File: src/logic/pfb_pkg.sv
// Package of constants and types for the parallel flash bus interface.
package pfb_pkg;

    localparam int ADDR_W = 24;
    localparam int DATA_W = 16;
    localparam int BLOCK_W = 8;
    localparam int BLOCK_LSB = ADDR_W - BLOCK_W;
    localparam logic [7:0] STATUS_RESET = 8'h80;
    localparam logic [7:0] STATUS_READY_BIT = 8'h80;
    localparam logic [7:0] CMD_READ_ARRAY = 8'hff;
    localparam logic [7:0] CMD_READ_STATUS = 8'h70;
    localparam logic [7:0] CMD_CLEAR_STATUS = 8'h50;
    localparam logic [7:0] CMD_WORD_PROG = 8'h40;
    localparam logic [7:0] CMD_WORD_PROG_ALT = 8'h10;
    localparam logic [7:0] CMD_BLOCK_ERASE = 8'h20;
    localparam logic [7:0] CMD_CONFIRM = 8'hd0;
    localparam logic [7:0] CMD_SUSPEND = 8'hb0;
    localparam int CLK_MHZ = 25;
    localparam int RESET_ABORT_US = 25;
    localparam int RESET_ABORT_CYC = RESET_ABORT_US * CLK_MHZ;
    localparam int PROG_TIME_CYC = 64;
    localparam int ERASE_TIME_CYC = 256;
    localparam int BUSY_W = 12;

    typedef enum logic [2:0] {
        PFB_OP_RESET   = 3'b000,
        PFB_OP_STANDBY = 3'b001,
        PFB_OP_DISABLE = 3'b011,
        PFB_OP_READ    = 3'b010,
        PFB_OP_WRITE   = 3'b110
    } pfb_op_t;

    typedef enum logic [1:0] {
        PFB_SEQ_IDLE  = 2'b00,
        PFB_SEQ_ARMED = 2'b01,
        PFB_SEQ_BUSY  = 2'b11,
        PFB_SEQ_ABORT = 2'b10
    } pfb_seq_t;

endpackage : pfb_pkg

File: src/logic/pfb_cmd_if.sv
// Interface carrying captured write commands to the write sequencer.
`timescale 1ns/1ps
interface pfb_cmd_if;
    logic                        wr_pulse;
    logic [pfb_pkg::ADDR_W-1:0]  wr_addr;
    logic [pfb_pkg::DATA_W-1:0]  wr_data;
    logic                        hard_reset;
    logic                        busy;
    logic                        aborted;
    logic [7:0]                  status;

    modport front (output wr_pulse, output wr_addr, output wr_data, output hard_reset,
                   input busy, input aborted, input status);
    modport seq (input wr_pulse, input wr_addr, input wr_data, input hard_reset,
                 output busy, output aborted, output status);
endinterface : pfb_cmd_if

File: src/logic/pfb_write_seq.sv
// Embedded write sequencer: command decoding and internally timed operations.
`timescale 1ns/1ps
module pfb_write_seq (
    input  wire logic ref_clk_in,
    input  wire logic resetn_in,
    pfb_cmd_if.seq    cmd
);
    // =========================================================
    // Command decode
    // =========================================================
    pfb_pkg::pfb_seq_t state_q;
    pfb_pkg::pfb_seq_t state_d;
    logic [pfb_pkg::BUSY_W-1:0] cnt_q;
    logic [pfb_pkg::BUSY_W-1:0] cnt_d;
    logic [7:0]                 status_q;
    logic [7:0]                 status_d;
    logic                       erase_q;
    logic                       erase_d;
    logic                       aborted_q;
    logic                       aborted_d;
    wire  [7:0]                 code = cmd.wr_data[7:0];
    wire                        is_prog  = (code == pfb_pkg::CMD_WORD_PROG) || (code == pfb_pkg::CMD_WORD_PROG_ALT);
    wire                        is_erase = code == pfb_pkg::CMD_BLOCK_ERASE;
    wire                        cnt_done = cnt_q == '0;

    always_comb begin
        state_d   = state_q;
        cnt_d     = cnt_q;
        status_d  = status_q;
        erase_d   = erase_q;
        aborted_d = aborted_q;
        case (state_q)
            pfb_pkg::PFB_SEQ_IDLE: begin
                if (cmd.wr_pulse && (is_prog || is_erase)) begin
                    state_d  = pfb_pkg::PFB_SEQ_ARMED;
                    erase_d  = is_erase;
                end else if (cmd.wr_pulse && code == pfb_pkg::CMD_CLEAR_STATUS) begin
                    status_d  = pfb_pkg::STATUS_RESET;
                    aborted_d = 1'b0;
                end
            end
            pfb_pkg::PFB_SEQ_ARMED: begin
                if (cmd.wr_pulse) begin
                    if (!erase_q || code == pfb_pkg::CMD_CONFIRM) begin
                        state_d  = pfb_pkg::PFB_SEQ_BUSY;
                        status_d = 8'h00;
                        cnt_d    = erase_q ? pfb_pkg::BUSY_W'(pfb_pkg::ERASE_TIME_CYC)
                                           : pfb_pkg::BUSY_W'(pfb_pkg::PROG_TIME_CYC);
                    end else begin
                        state_d = pfb_pkg::PFB_SEQ_IDLE;
                    end
                end
            end
            pfb_pkg::PFB_SEQ_BUSY: begin
                // Deselect has no effect here; only reset or suspend stop the work.
                if (cmd.hard_reset) begin
                    state_d   = pfb_pkg::PFB_SEQ_ABORT;
                    cnt_d     = pfb_pkg::BUSY_W'(pfb_pkg::RESET_ABORT_CYC - 2);
                    aborted_d = 1'b1;
                end else if (cmd.wr_pulse && code == pfb_pkg::CMD_SUSPEND) begin
                    state_d  = pfb_pkg::PFB_SEQ_IDLE;
                    status_d = pfb_pkg::STATUS_READY_BIT;
                end else if (cnt_done) begin
                    state_d  = pfb_pkg::PFB_SEQ_IDLE;
                    status_d = pfb_pkg::STATUS_READY_BIT;
                end else begin
                    cnt_d = cnt_q - 1'b1;
                end
            end
            pfb_pkg::PFB_SEQ_ABORT: begin
                // The busy output is registered one cycle late, so the count is cut short to end inside the abort time.
                if (cnt_done) begin
                    state_d  = pfb_pkg::PFB_SEQ_IDLE;
                    status_d = pfb_pkg::STATUS_RESET;
                end else begin
                    cnt_d = cnt_q - 1'b1;
                end
            end
            default: state_d = pfb_pkg::PFB_SEQ_IDLE;
        endcase
        if (cmd.hard_reset && state_q != pfb_pkg::PFB_SEQ_BUSY && state_q != pfb_pkg::PFB_SEQ_ABORT) begin
            state_d  = pfb_pkg::PFB_SEQ_IDLE;
            status_d = pfb_pkg::STATUS_RESET;
        end
    end

    always_ff @(posedge ref_clk_in or negedge resetn_in) begin
        if (!resetn_in) begin
            state_q   <= pfb_pkg::PFB_SEQ_IDLE;
            cnt_q     <= '0;
            status_q  <= pfb_pkg::STATUS_RESET;
            erase_q   <= 1'b0;
            aborted_q <= 1'b0;
        end else begin
            state_q   <= state_d;
            cnt_q     <= cnt_d;
            status_q  <= status_d;
            erase_q   <= erase_d;
            aborted_q <= aborted_d;
        end
    end

    assign cmd.busy    = state_q == pfb_pkg::PFB_SEQ_BUSY || state_q == pfb_pkg::PFB_SEQ_ABORT;
    assign cmd.aborted = aborted_q;
    assign cmd.status  = status_q;
endmodule : pfb_write_seq

File: src/logic/pfb_bus_front.sv
// Bus front end of the parallel flash: operation decode, latches and pin drivers.
`timescale 1ns/1ps
module pfb_bus_front (
    input  wire logic                        ref_clk_in,
    input  wire logic                        resetn_in,
    input  wire logic                        hard_reset_n_in,
    input  wire logic                        chip_sel_n_in,
    input  wire logic                        out_en_n_in,
    input  wire logic                        write_n_in,
    input  wire logic                        address_valid_n_in,
    input  wire logic                        bus_clk_in,
    input  wire logic                        sync_mode_in,
    input  wire logic [pfb_pkg::ADDR_W-1:0]  addr_in,
    input  wire logic [pfb_pkg::DATA_W-1:0]  dq_in,
    input  wire logic [pfb_pkg::DATA_W-1:0]  array_data_in,
    output logic      [pfb_pkg::DATA_W-1:0]  dq_out,
    output logic                             dq_oe_out,
    output logic                             wait_out,
    output logic                             wait_oe_out,
    output logic      [pfb_pkg::ADDR_W-1:0]  array_addr_out,
    output logic      [pfb_pkg::BLOCK_W-1:0] block_sel_out,
    output logic                             standby_out,
    output logic                             busy_out,
    output logic                             aborted_out,
    output logic      [7:0]                  status_out
);
    // =========================================================
    // Operation decode
    // =========================================================
    pfb_cmd_if cmd ();

    function automatic pfb_pkg::pfb_op_t decode_op(input logic rst_n, input logic ce_n,
                                                   input logic oe_n, input logic we_n);
        if (!rst_n)
            decode_op = pfb_pkg::PFB_OP_RESET;
        else if (ce_n)
            decode_op = pfb_pkg::PFB_OP_STANDBY;
        else if (!we_n && oe_n)
            decode_op = pfb_pkg::PFB_OP_WRITE;
        else if (!oe_n && we_n)
            decode_op = pfb_pkg::PFB_OP_READ;
        else
            decode_op = pfb_pkg::PFB_OP_DISABLE;
    endfunction : decode_op

    wire pfb_pkg::pfb_op_t op_now = decode_op(hard_reset_n_in, chip_sel_n_in, out_en_n_in, write_n_in);
    wire is_read  = op_now == pfb_pkg::PFB_OP_READ;
    wire is_write = op_now == pfb_pkg::PFB_OP_WRITE;
    wire in_reset = op_now == pfb_pkg::PFB_OP_RESET;

    // =========================================================
    // Edge history of strobes
    // =========================================================
    logic adv_n_q;
    logic bclk_q;
    logic wr_active_q;
    logic wr_active_d;
    logic [pfb_pkg::ADDR_W-1:0] addr_q;
    logic [pfb_pkg::ADDR_W-1:0] addr_d;
    logic [pfb_pkg::ADDR_W-1:0] wr_addr_q;
    logic [pfb_pkg::DATA_W-1:0] wr_data_q;
    logic                       wr_pulse_q;

    wire adv_rise   = !adv_n_q && address_valid_n_in;
    wire bclk_rise  = !bclk_q && bus_clk_in;
    // Write end is the first of write strobe or chip select going high.
    wire wr_end     = wr_active_q && !is_write;
    // Clock edges captured only in sync mode and never during writes.
    wire sync_cap   = sync_mode_in && bclk_rise && !address_valid_n_in && write_n_in;
    wire async_flow = !sync_mode_in && !address_valid_n_in;

    always_comb begin
        addr_d = addr_q;
        if (async_flow)
            addr_d = addr_in;
        else if (adv_rise || sync_cap)
            addr_d = addr_in;
        if (in_reset)
            addr_d = '0;
    end
    assign wr_active_d = is_write;

    always_ff @(posedge ref_clk_in or negedge resetn_in) begin
        if (!resetn_in) begin
            adv_n_q     <= 1'b1;
            bclk_q      <= 1'b0;
            wr_active_q <= 1'b0;
            addr_q      <= '0;
        end else begin
            adv_n_q     <= address_valid_n_in;
            bclk_q      <= bus_clk_in;
            wr_active_q <= wr_active_d;
            addr_q      <= addr_d;
        end
    end

    // Write data is sampled every write cycle; the last sample stands at the end.
    always_ff @(posedge ref_clk_in or negedge resetn_in) begin
        if (!resetn_in) begin
            wr_addr_q  <= '0;
            wr_data_q  <= '0;
            wr_pulse_q <= 1'b0;
        end else begin
            wr_pulse_q <= wr_end && !in_reset;
            if (is_write) begin
                wr_addr_q <= addr_d;
                wr_data_q <= dq_in;
            end
        end
    end

    assign cmd.wr_pulse   = wr_pulse_q;
    assign cmd.wr_addr    = wr_addr_q;
    assign cmd.wr_data    = wr_data_q;
    assign cmd.hard_reset = in_reset;

    pfb_write_seq u_seq (
        .ref_clk_in (ref_clk_in),
        .resetn_in  (resetn_in),
        .cmd        (cmd)
    );

    // =========================================================
    // Pin drivers
    // =========================================================
    logic read_status_q;
    wire  cmd_code_rs = wr_pulse_q && wr_data_q[7:0] == pfb_pkg::CMD_READ_STATUS;
    wire  cmd_code_ra = wr_pulse_q && wr_data_q[7:0] == pfb_pkg::CMD_READ_ARRAY;
    wire [pfb_pkg::DATA_W-1:0] read_word = read_status_q ? {8'h00, cmd.status} : array_data_in;

    always_ff @(posedge ref_clk_in or negedge resetn_in) begin
        if (!resetn_in) begin
            read_status_q  <= 1'b0;
            dq_out         <= '0;
            dq_oe_out      <= 1'b0;
            wait_out       <= 1'b0;
            wait_oe_out    <= 1'b0;
            array_addr_out <= '0;
            block_sel_out  <= '0;
            standby_out    <= 1'b0;
            busy_out       <= 1'b0;
            aborted_out    <= 1'b0;
            status_out     <= pfb_pkg::STATUS_RESET;
        end else begin
            if (in_reset || cmd_code_ra)
                read_status_q <= 1'b0;
            else if (cmd_code_rs || (wr_pulse_q && cmd.busy == 1'b0 && wr_data_q[7:0] != pfb_pkg::CMD_READ_ARRAY))
                read_status_q <= 1'b1;
            dq_out         <= is_read ? read_word : '0;
            dq_oe_out      <= is_read;
            wait_out       <= 1'b0;
            wait_oe_out    <= is_read && sync_mode_in;
            array_addr_out <= addr_q;
            block_sel_out  <= addr_q[pfb_pkg::ADDR_W-1:pfb_pkg::BLOCK_LSB];
            standby_out    <= op_now == pfb_pkg::PFB_OP_STANDBY && !cmd.busy;
            busy_out       <= cmd.busy;
            aborted_out    <= cmd.aborted;
            status_out     <= cmd.status;
        end
    end
endmodule : pfb_bus_front

File: config.mk
export PLATFORM = sky130hd
export DESIGN_NAME = pfb_bus_front
export DESIGN_NICKNAME = d
export VERILOG_FILES = /design/src/logic/pfb_pkg.sv /design/src/logic/pfb_cmd_if.sv /design/src/logic/pfb_write_seq.sv /design/src/logic/pfb_bus_front.sv
export SDC_FILE = /design/constraint.sdc
export NUM_CORES = 1
export LEC_CHECK = 0
export ABC_AREA = 1
export BUFFER_PORTS_ARGS = -buffer_cell sky130_fd_sc_hd__buf_2
export CAP_MARGIN = 10
export CORE_ASPECT_RATIO = 1.5
export CORE_MARGIN = 2
export CORE_UTILIZATION = 56
export DETAILED_ROUTE_END_ITERATION = 10
export PLACE_DENSITY = 0.85
export SYNTH_ARGS = -nofsm -noshare
export SYNTH_HDL_FRONTEND = slang
export SYNTH_SLANG_ARGS = --single-unit
File: constraint.sdc
create_clock -name ref_clk_in -period 3.6 [get_ports ref_clk_in]
set_input_delay 0.18 -clock ref_clk_in [delete_from_list [all_inputs] [get_ports ref_clk_in]]
set_output_delay 0.18 -clock ref_clk_in [all_outputs]
set_load 0.02 [all_outputs]
== Word-level counts from Yosys, hierarchy flattened ==
Cells that the tools add are included.
Storage, ports and cells
  bits of input ports: 65
  memories kept: 0
  bits in writable memories: 0
  latch bits: 0
  register bits after elaboration: 122
  bits in read-only memories: 0
Cells by class
  shifts and indexed selects: 0
  multipliers: 0
  div/mod/pow operators: 0
  bitwise logic cells: 1
  reductions and logical operators: 50
  add/sub/neg operators: 1
  equal/unequal tests: 29
  multiplexer cells: 39
  magnitude comparators: 0
Operators with widths (count)
  24-bit 2-to-1 mux: 3
  8-bit 2-to-1 mux: 8
  12-bit 2-to-1 mux: 5
  12-bit case mux with 3 select lines: 1
  16-bit 2-to-1 mux: 2
  8-bit case mux with 4 select lines: 1
  8-bit by 7-bit == test with 1-bit output, second input constant: 3
  8-bit == test, second input constant: 3
  1-bit logical AND: 21
  2-bit 2-to-1 mux: 7
  12-bit zero test: 1
  12-bit by 1-bit subtractor with 12-bit output, second input constant: 1
  1-bit zero test: 10
  2-bit inequality test, second input constant: 5
  3-bit 2-to-1 mux: 3
  9-bit 2-to-1 mux: 1
  3-bit by 1-bit inequality test with 1-bit output, second input constant: 3
  8-bit by 5-bit == test with 1-bit output, second input constant: 1
  8-bit by 6-bit == test with 1-bit output, second input constant: 1
  8-bit inequality test, second input constant: 1
  2-bit case mux with 4 select lines: 1
  4-bit AND reduction: 2
  1-bit logical OR: 7
  1-bit 2-to-1 mux: 6
  other kinds (16): 23

== Depth between registers and ports, before layout ==
  depth after elaboration: 11
  depth in mapped cells: 12
  mapped depth without buffers: 11

== Cells and area by module ==
A second synthesis with hierarchy kept.
Second synthesis, totals
  cell total of the unflattened synthesis: 703
  area, all modules: 6316.1 µm²
Modules (own cells, without submodules)
  pfb_bus_front: instances 1, cells each 479, seq. area each 3055.4 µm², area each 4690.7 µm²
  pfb_write_seq: instances 1, cells each 224, seq. area each 601.8 µm², area each 1625.3 µm²

== Worst setup path before layout ==
Ideal clock, no wire load.
  path type: reg-to-reg
  start point: register u_seq.cnt_q[0] in the netlist's numbering
  end point: register u_seq.cnt_q[1] in the netlist's numbering
  cell stages (with the launch flop): 13
  setup time: 0.116 ns
  data arrival time: 1.458 ns
  buffers on the path: 1
  period minus slack after synthesis: 1.574 ns
  slack: 2.026 ns
  required time: 3.484 ns
  cells stage by stage: dfrtp_1 > inv_1 > ha_1 > nand3_2 > nor2_4 > nand2_2 > buf_6 > nand2_2 > nand3_1 > nand2_1 > nand2_1 > nand2_1 > nand2_1
Between the ends
  longest elaborated chain between the ends: 5
  elaborated cells on any way between the ends: 6
  classes of those cells: add/sub (1); mux (4); reduce/logical (1)
Ends and longest elaborated chain
  start: declaration: line pfb_write_seq.sv:13  | logic [pfb_pkg::BUSY_W-1:0] cnt_q;
  start signal: assignment: line pfb_write_seq.sv:96  | cnt_q <= cnt_d;
  12-bit by 1-bit subtractor with 12-bit output / 12-bit zero test (equally long branches): line pfb_write_seq.sv:67, pfb_write_seq.sv:76, pfb_write_seq.sv:24
  12-bit 2-to-1 mux (*): line pfb_write_seq.sv:63, pfb_write_seq.sv:72
  12-bit 2-to-1 mux: line pfb_write_seq.sv:60  | end else if (cmd.wr_pulse && code == pfb_pkg::CMD_SUSPEND) begin
  12-bit 2-to-1 mux: line pfb_write_seq.sv:56  | if (cmd.hard_reset) begin
  12-bit case mux with 3 select lines (*): line pfb_write_seq.sv:32  | case (state_q)
Mark *: on every way between the ends. The rest lies on a longest branch, timed or not. The select of a mux whose other input is x is not followed.
A chain may end at the register's enable or synchronous reset.

== Worst setup path in the final report ==
  start point: input bus_clk_in
  end point: register addr_q[16] in the netlist's numbering
Between the ends
  longest elaborated chain between the ends: 6
Ends and longest elaborated chain
  start: declaration: line pfb_bus_front.sv:11  | input wire logic bus_clk_in,
  1-bit logical AND: line pfb_bus_front.sv:65  | wire bclk_rise = !bclk_q && bus_clk_in;
  1-bit logical AND (3 in series): line pfb_bus_front.sv:69  | wire sync_cap = sync_mode_in && bclk_rise && !address_valid_n_in && write_n_in;
  1-bit logical OR: line pfb_bus_front.sv:76  | else if (adv_rise || sync_cap)
  3-bit nonzero test (no source line)
  end signal: assignment: line pfb_bus_front.sv:93  | addr_q <= addr_d;
  end: declaration: line pfb_bus_front.sv:58  | logic [pfb_pkg::ADDR_W-1:0] addr_q;
Every way passes these cells.

==> results.sh <==
export IMPL_status="finished clean"
export IMPL_dpl_hpwl_mm=7.11
export IMPL_grt_pass1_vias=4075
export IMPL_synth_top_cell_by_area="dfrtp_1"
export IMPL_max_cap_violations=0
export IMPL_rows=41
export IMPL_route_detailed_drc=0
export IMPL_areaGrowthSynthToFinish_pct=30.3
export IMPL_grt_usage=0.283
export IMPL_synth_top_area_frac=0.586
export IMPL_clockBufferDepth=2
export IMPL_antenna_found_initial=0
export IMPL_finalHoldViolCount=0
export IMPL_route_detailed_wl_per_inst_um=16.1
export IMPL_power_share_sequential=0.361
export IMPL_grt_max_degree=92
export IMPL_synthArstFlopShare=1.00
export IMPL_synth_cell_types=33
export IMPL_cts_root_buf="clkbuf_16"
export IMPL_setup_violations=0
export IMPL_crit_buf_inv=4
export IMPL_crit_type="in2reg"
export IMPL_wirelength_mm=12.4
export IMPL_crit_arrival_ns=2.35
export IMPL_clkLatencyLatePin_ns=0.42
export IMPL_clock_skew_ns=0.0106
export IMPL_peakVddDrop_mv=0.481
export IMPL_fillers=523
export IMPL_internal_power_mw=2.96
export IMPL_ant_nets=0
export IMPL_synth_edff_count=0
export IMPL_dr_total_vias=4237
export IMPL_path_clk_slew_ns=0.05
export IMPL_viasPerCell=5.50
export IMPL_antenna_cells=0
export IMPL_wl_met2_mm=6.60
export IMPL_power_density_nw_per_um2=701
export IMPL_die_area_um2=9230
export IMPL_dr_wl_met3_um=982
export IMPL_crit_path_frequent_cell="nand2_1"
export IMPL_worst_path_stages=9
export IMPL_power_switching_mw=1.37
export IMPL_holdWs_ns=0.00859
export IMPL_synth_area_um2=4740
export IMPL_first_pass_iters=6
export IMPL_cts_tree="done"
export IMPL_ys_warn_count=0
export IMPL_crit_chain="dlygate4sd3_1, buf_2, inv_1, nor3_1, o21ai_1, buf_4, nand2_1, nand3_1, nand2_1"
export IMPL_io_buffers=117
export IMPL_timing_final_crit_share=0.574
export IMPL_worstPathRequired_ns=3.89
export IMPL_cp_slowest_cell="nand2_1"
export IMPL_synth_area_top_cells="dfrtp_1, nand2_1, nand3_1, inv_1, nor2_1"
export IMPL_worstHoldPathCells=3
export IMPL_nNetsFinal=717
export IMPL_cts_sinks=114
export IMPL_h_tree_depth=4
export IMPL_core_area_um2=8310
export IMPL_synth_seq_cells=114
export IMPL_highest_layer="met4"
export IMPL_gp_congestion=0.909
export IMPL_synth_ff_type="dfrtp_1"
export IMPL_die_width_um=79.1
export IMPL_drive_above_1_share=0.270
export IMPL_synth_nets=584
export IMPL_slew_violations=0
export IMPL_initial_core_util=0.570
export IMPL_cpLargestDelayFamily="buffers and inverters"
export IMPL_numCtsBuffers=17
export IMPL_rsz0062_at_grt="false"
export IMPL_p_clk_frac=0.410
export IMPL_worstMarginPinSlew_ns=0.816
export IMPL_hold_class="in2reg"
export IMPL_max_clock_freq_ghz=0.484
export IMPL_cpPeakStageDelay_ns=0.56
export IMPL_grt_pass1_wl_mm=19.8
export IMPL_fin_crit_ns=2.06
export IMPL_p_sw_frac=0.316
export IMPL_die_y_um=117
export IMPL_ys_seq_area_frac=0.603
export IMPL_worstPathMaxFanout=25
export IMPL_power_frac_comb=0.230
export IMPL_slew_limit_headroom=0.455
export IMPL_ff2ff_path_depth=6
export IMPL_crit_path_end_kind="flop"
export IMPL_synth_area_per_cell_um2=9.17
export IMPL_static_leakage_power_nw=3.35
export IMPL_synth_cells=517
export IMPL_worstSetupStartpointType="input pin"
export IMPL_setup_tns_final_ns=0
export IMPL_drt_met1_wl_mm=4.37
export IMPL_overflow=0
export IMPL_drt_iter0_drc=378
export IMPL_num_io_pins=127
-- logic make-up (layout without fill, tap and decap cells) --
kind of cell    count (synthesis)  after routing  synth area share
buf+inv                        75            221            0.0734
fa+ha+maj                       2              2           0.00528
flops                         114            114             0.603
other cells                     1              1          0.000791
xor+xnor                        4              4           0.00739
compound gates                 50             50            0.0573
simple gates                  271            271             0.253
-- metal layers --
| metal | vias to the layer above | global-route usage |
|---|---|---|
| met1 | 2044 | 0.310 |
| met3 | 42 | 0.0912 |
| li1 | 1917 | - |
| met5 | - | 0 |
| met4 | 0 | 0.136 |
| met2 | 234 | 0.496 |
-- metrics by stage --
step	instance area (um^2)	power, mW	std cells	setup slack, ns	util
after global routing	6180	4.54	770	1.40	0.743
after global placement	5320	2.46	717	1.50	0.640
after floorplan	4740	2.29	517	2.03	-
after CTS	6140	4.31	768	1.66	0.739
final	6180	4.33	770	1.54	0.743
after detailed placement	5320	2.51	717	1.43	0.640
-- final cells by class --
type,instances,area [um^2],area share
flip-flops and latches,114,2860,0.462
multi-input cells,328,1540,0.249
repair buffers,142,846,0.137
clock buffers,22,474,0.0768
inverters,47,176,0.0286
clock inverters,10,155,0.0251
well taps,107,134,0.0217
-- worst register-to-register path, cell delays in order, from the launching register on --
cell and delay (ns):
dfstp_2 0.52, nor2_1 0.05, nor2_2 0.09, buf_4 0.29, nand2_1 0.56, nand3_1 0.30
nand2_1 0.09
-- flip-flops by register name, indices dropped and copies added (netlist names), 2 cells and up --
signal	count
addr_q	24
array_addr_out	17
dq_out	16
u_seq.cnt_q	12
cmd.wr_data	8
status_out	8
u_seq.cmd.status	8
block_sel_out	7
u_seq.state_q	2
-- cell usage in the layout (no fill, tap or decap), types with 4 or more instances in the layout --
cell	instances
dlygate4sd3_1	20
inv_2	4
buf_4	5
nand3_1	72
clkinv_2	4
clkbuf_16	17
bufinv_16	4
o21ai_1	7
a21oi_1	22
buf_2	116
nor2_2	6
nand2_2	4
nor2_1	38
inv_1	42
nand2_1	135
o21ai_0	15
dfrtp_1	111
nor2_4	4
nand4_1	4
-- final timing paths --
check / startpoint / to / slack (ns)
setup / recovery: bus_clk_in / addr_q[16] / 1.54
min in group asynchronous: resetn_in / addr_q[10] / 0.18
max in group asynchronous: resetn_in / status_out[7] / 2.40
hold / removal: addr_in[13] / addr_q[13] / 0.009
setup reg to reg: adv_n_q / addr_q[16] / 1.59
hold reg to reg: addr_q[4] / array_addr_out[4] / 0.38
-- cells in the mapped netlist, drive strengths merged, types with 2 or more instances --
library cell  instances
nand2               139
dfrtp               111
nand3                74
nor2                 48
inv                  46
a21oi                24
o21ai                23
buf                  21
clkbuf                7
nand4                 4
nor3                  4
dfstp                 3
xor2                  3
ha                    2
o41ai                 2
-- repair_timing --
item,in CTS,in global routing
endpoints found under the hold margin,19,15
gates resized for setup,0,0
hold buffers,19,1
buffers inserted,0,0
-- power by group through the flow --
stage	sequential, mW	combinational [mW]	clock, mW
floorplan	1.60	0.693	0
global placement	1.57	0.895	0
detailed placement	1.57	0.937	0
CTS	1.56	0.974	1.78
global route	1.58	1.11	1.84
finish	1.56	0.995	1.78
Power figures use the tool's default switching activity.
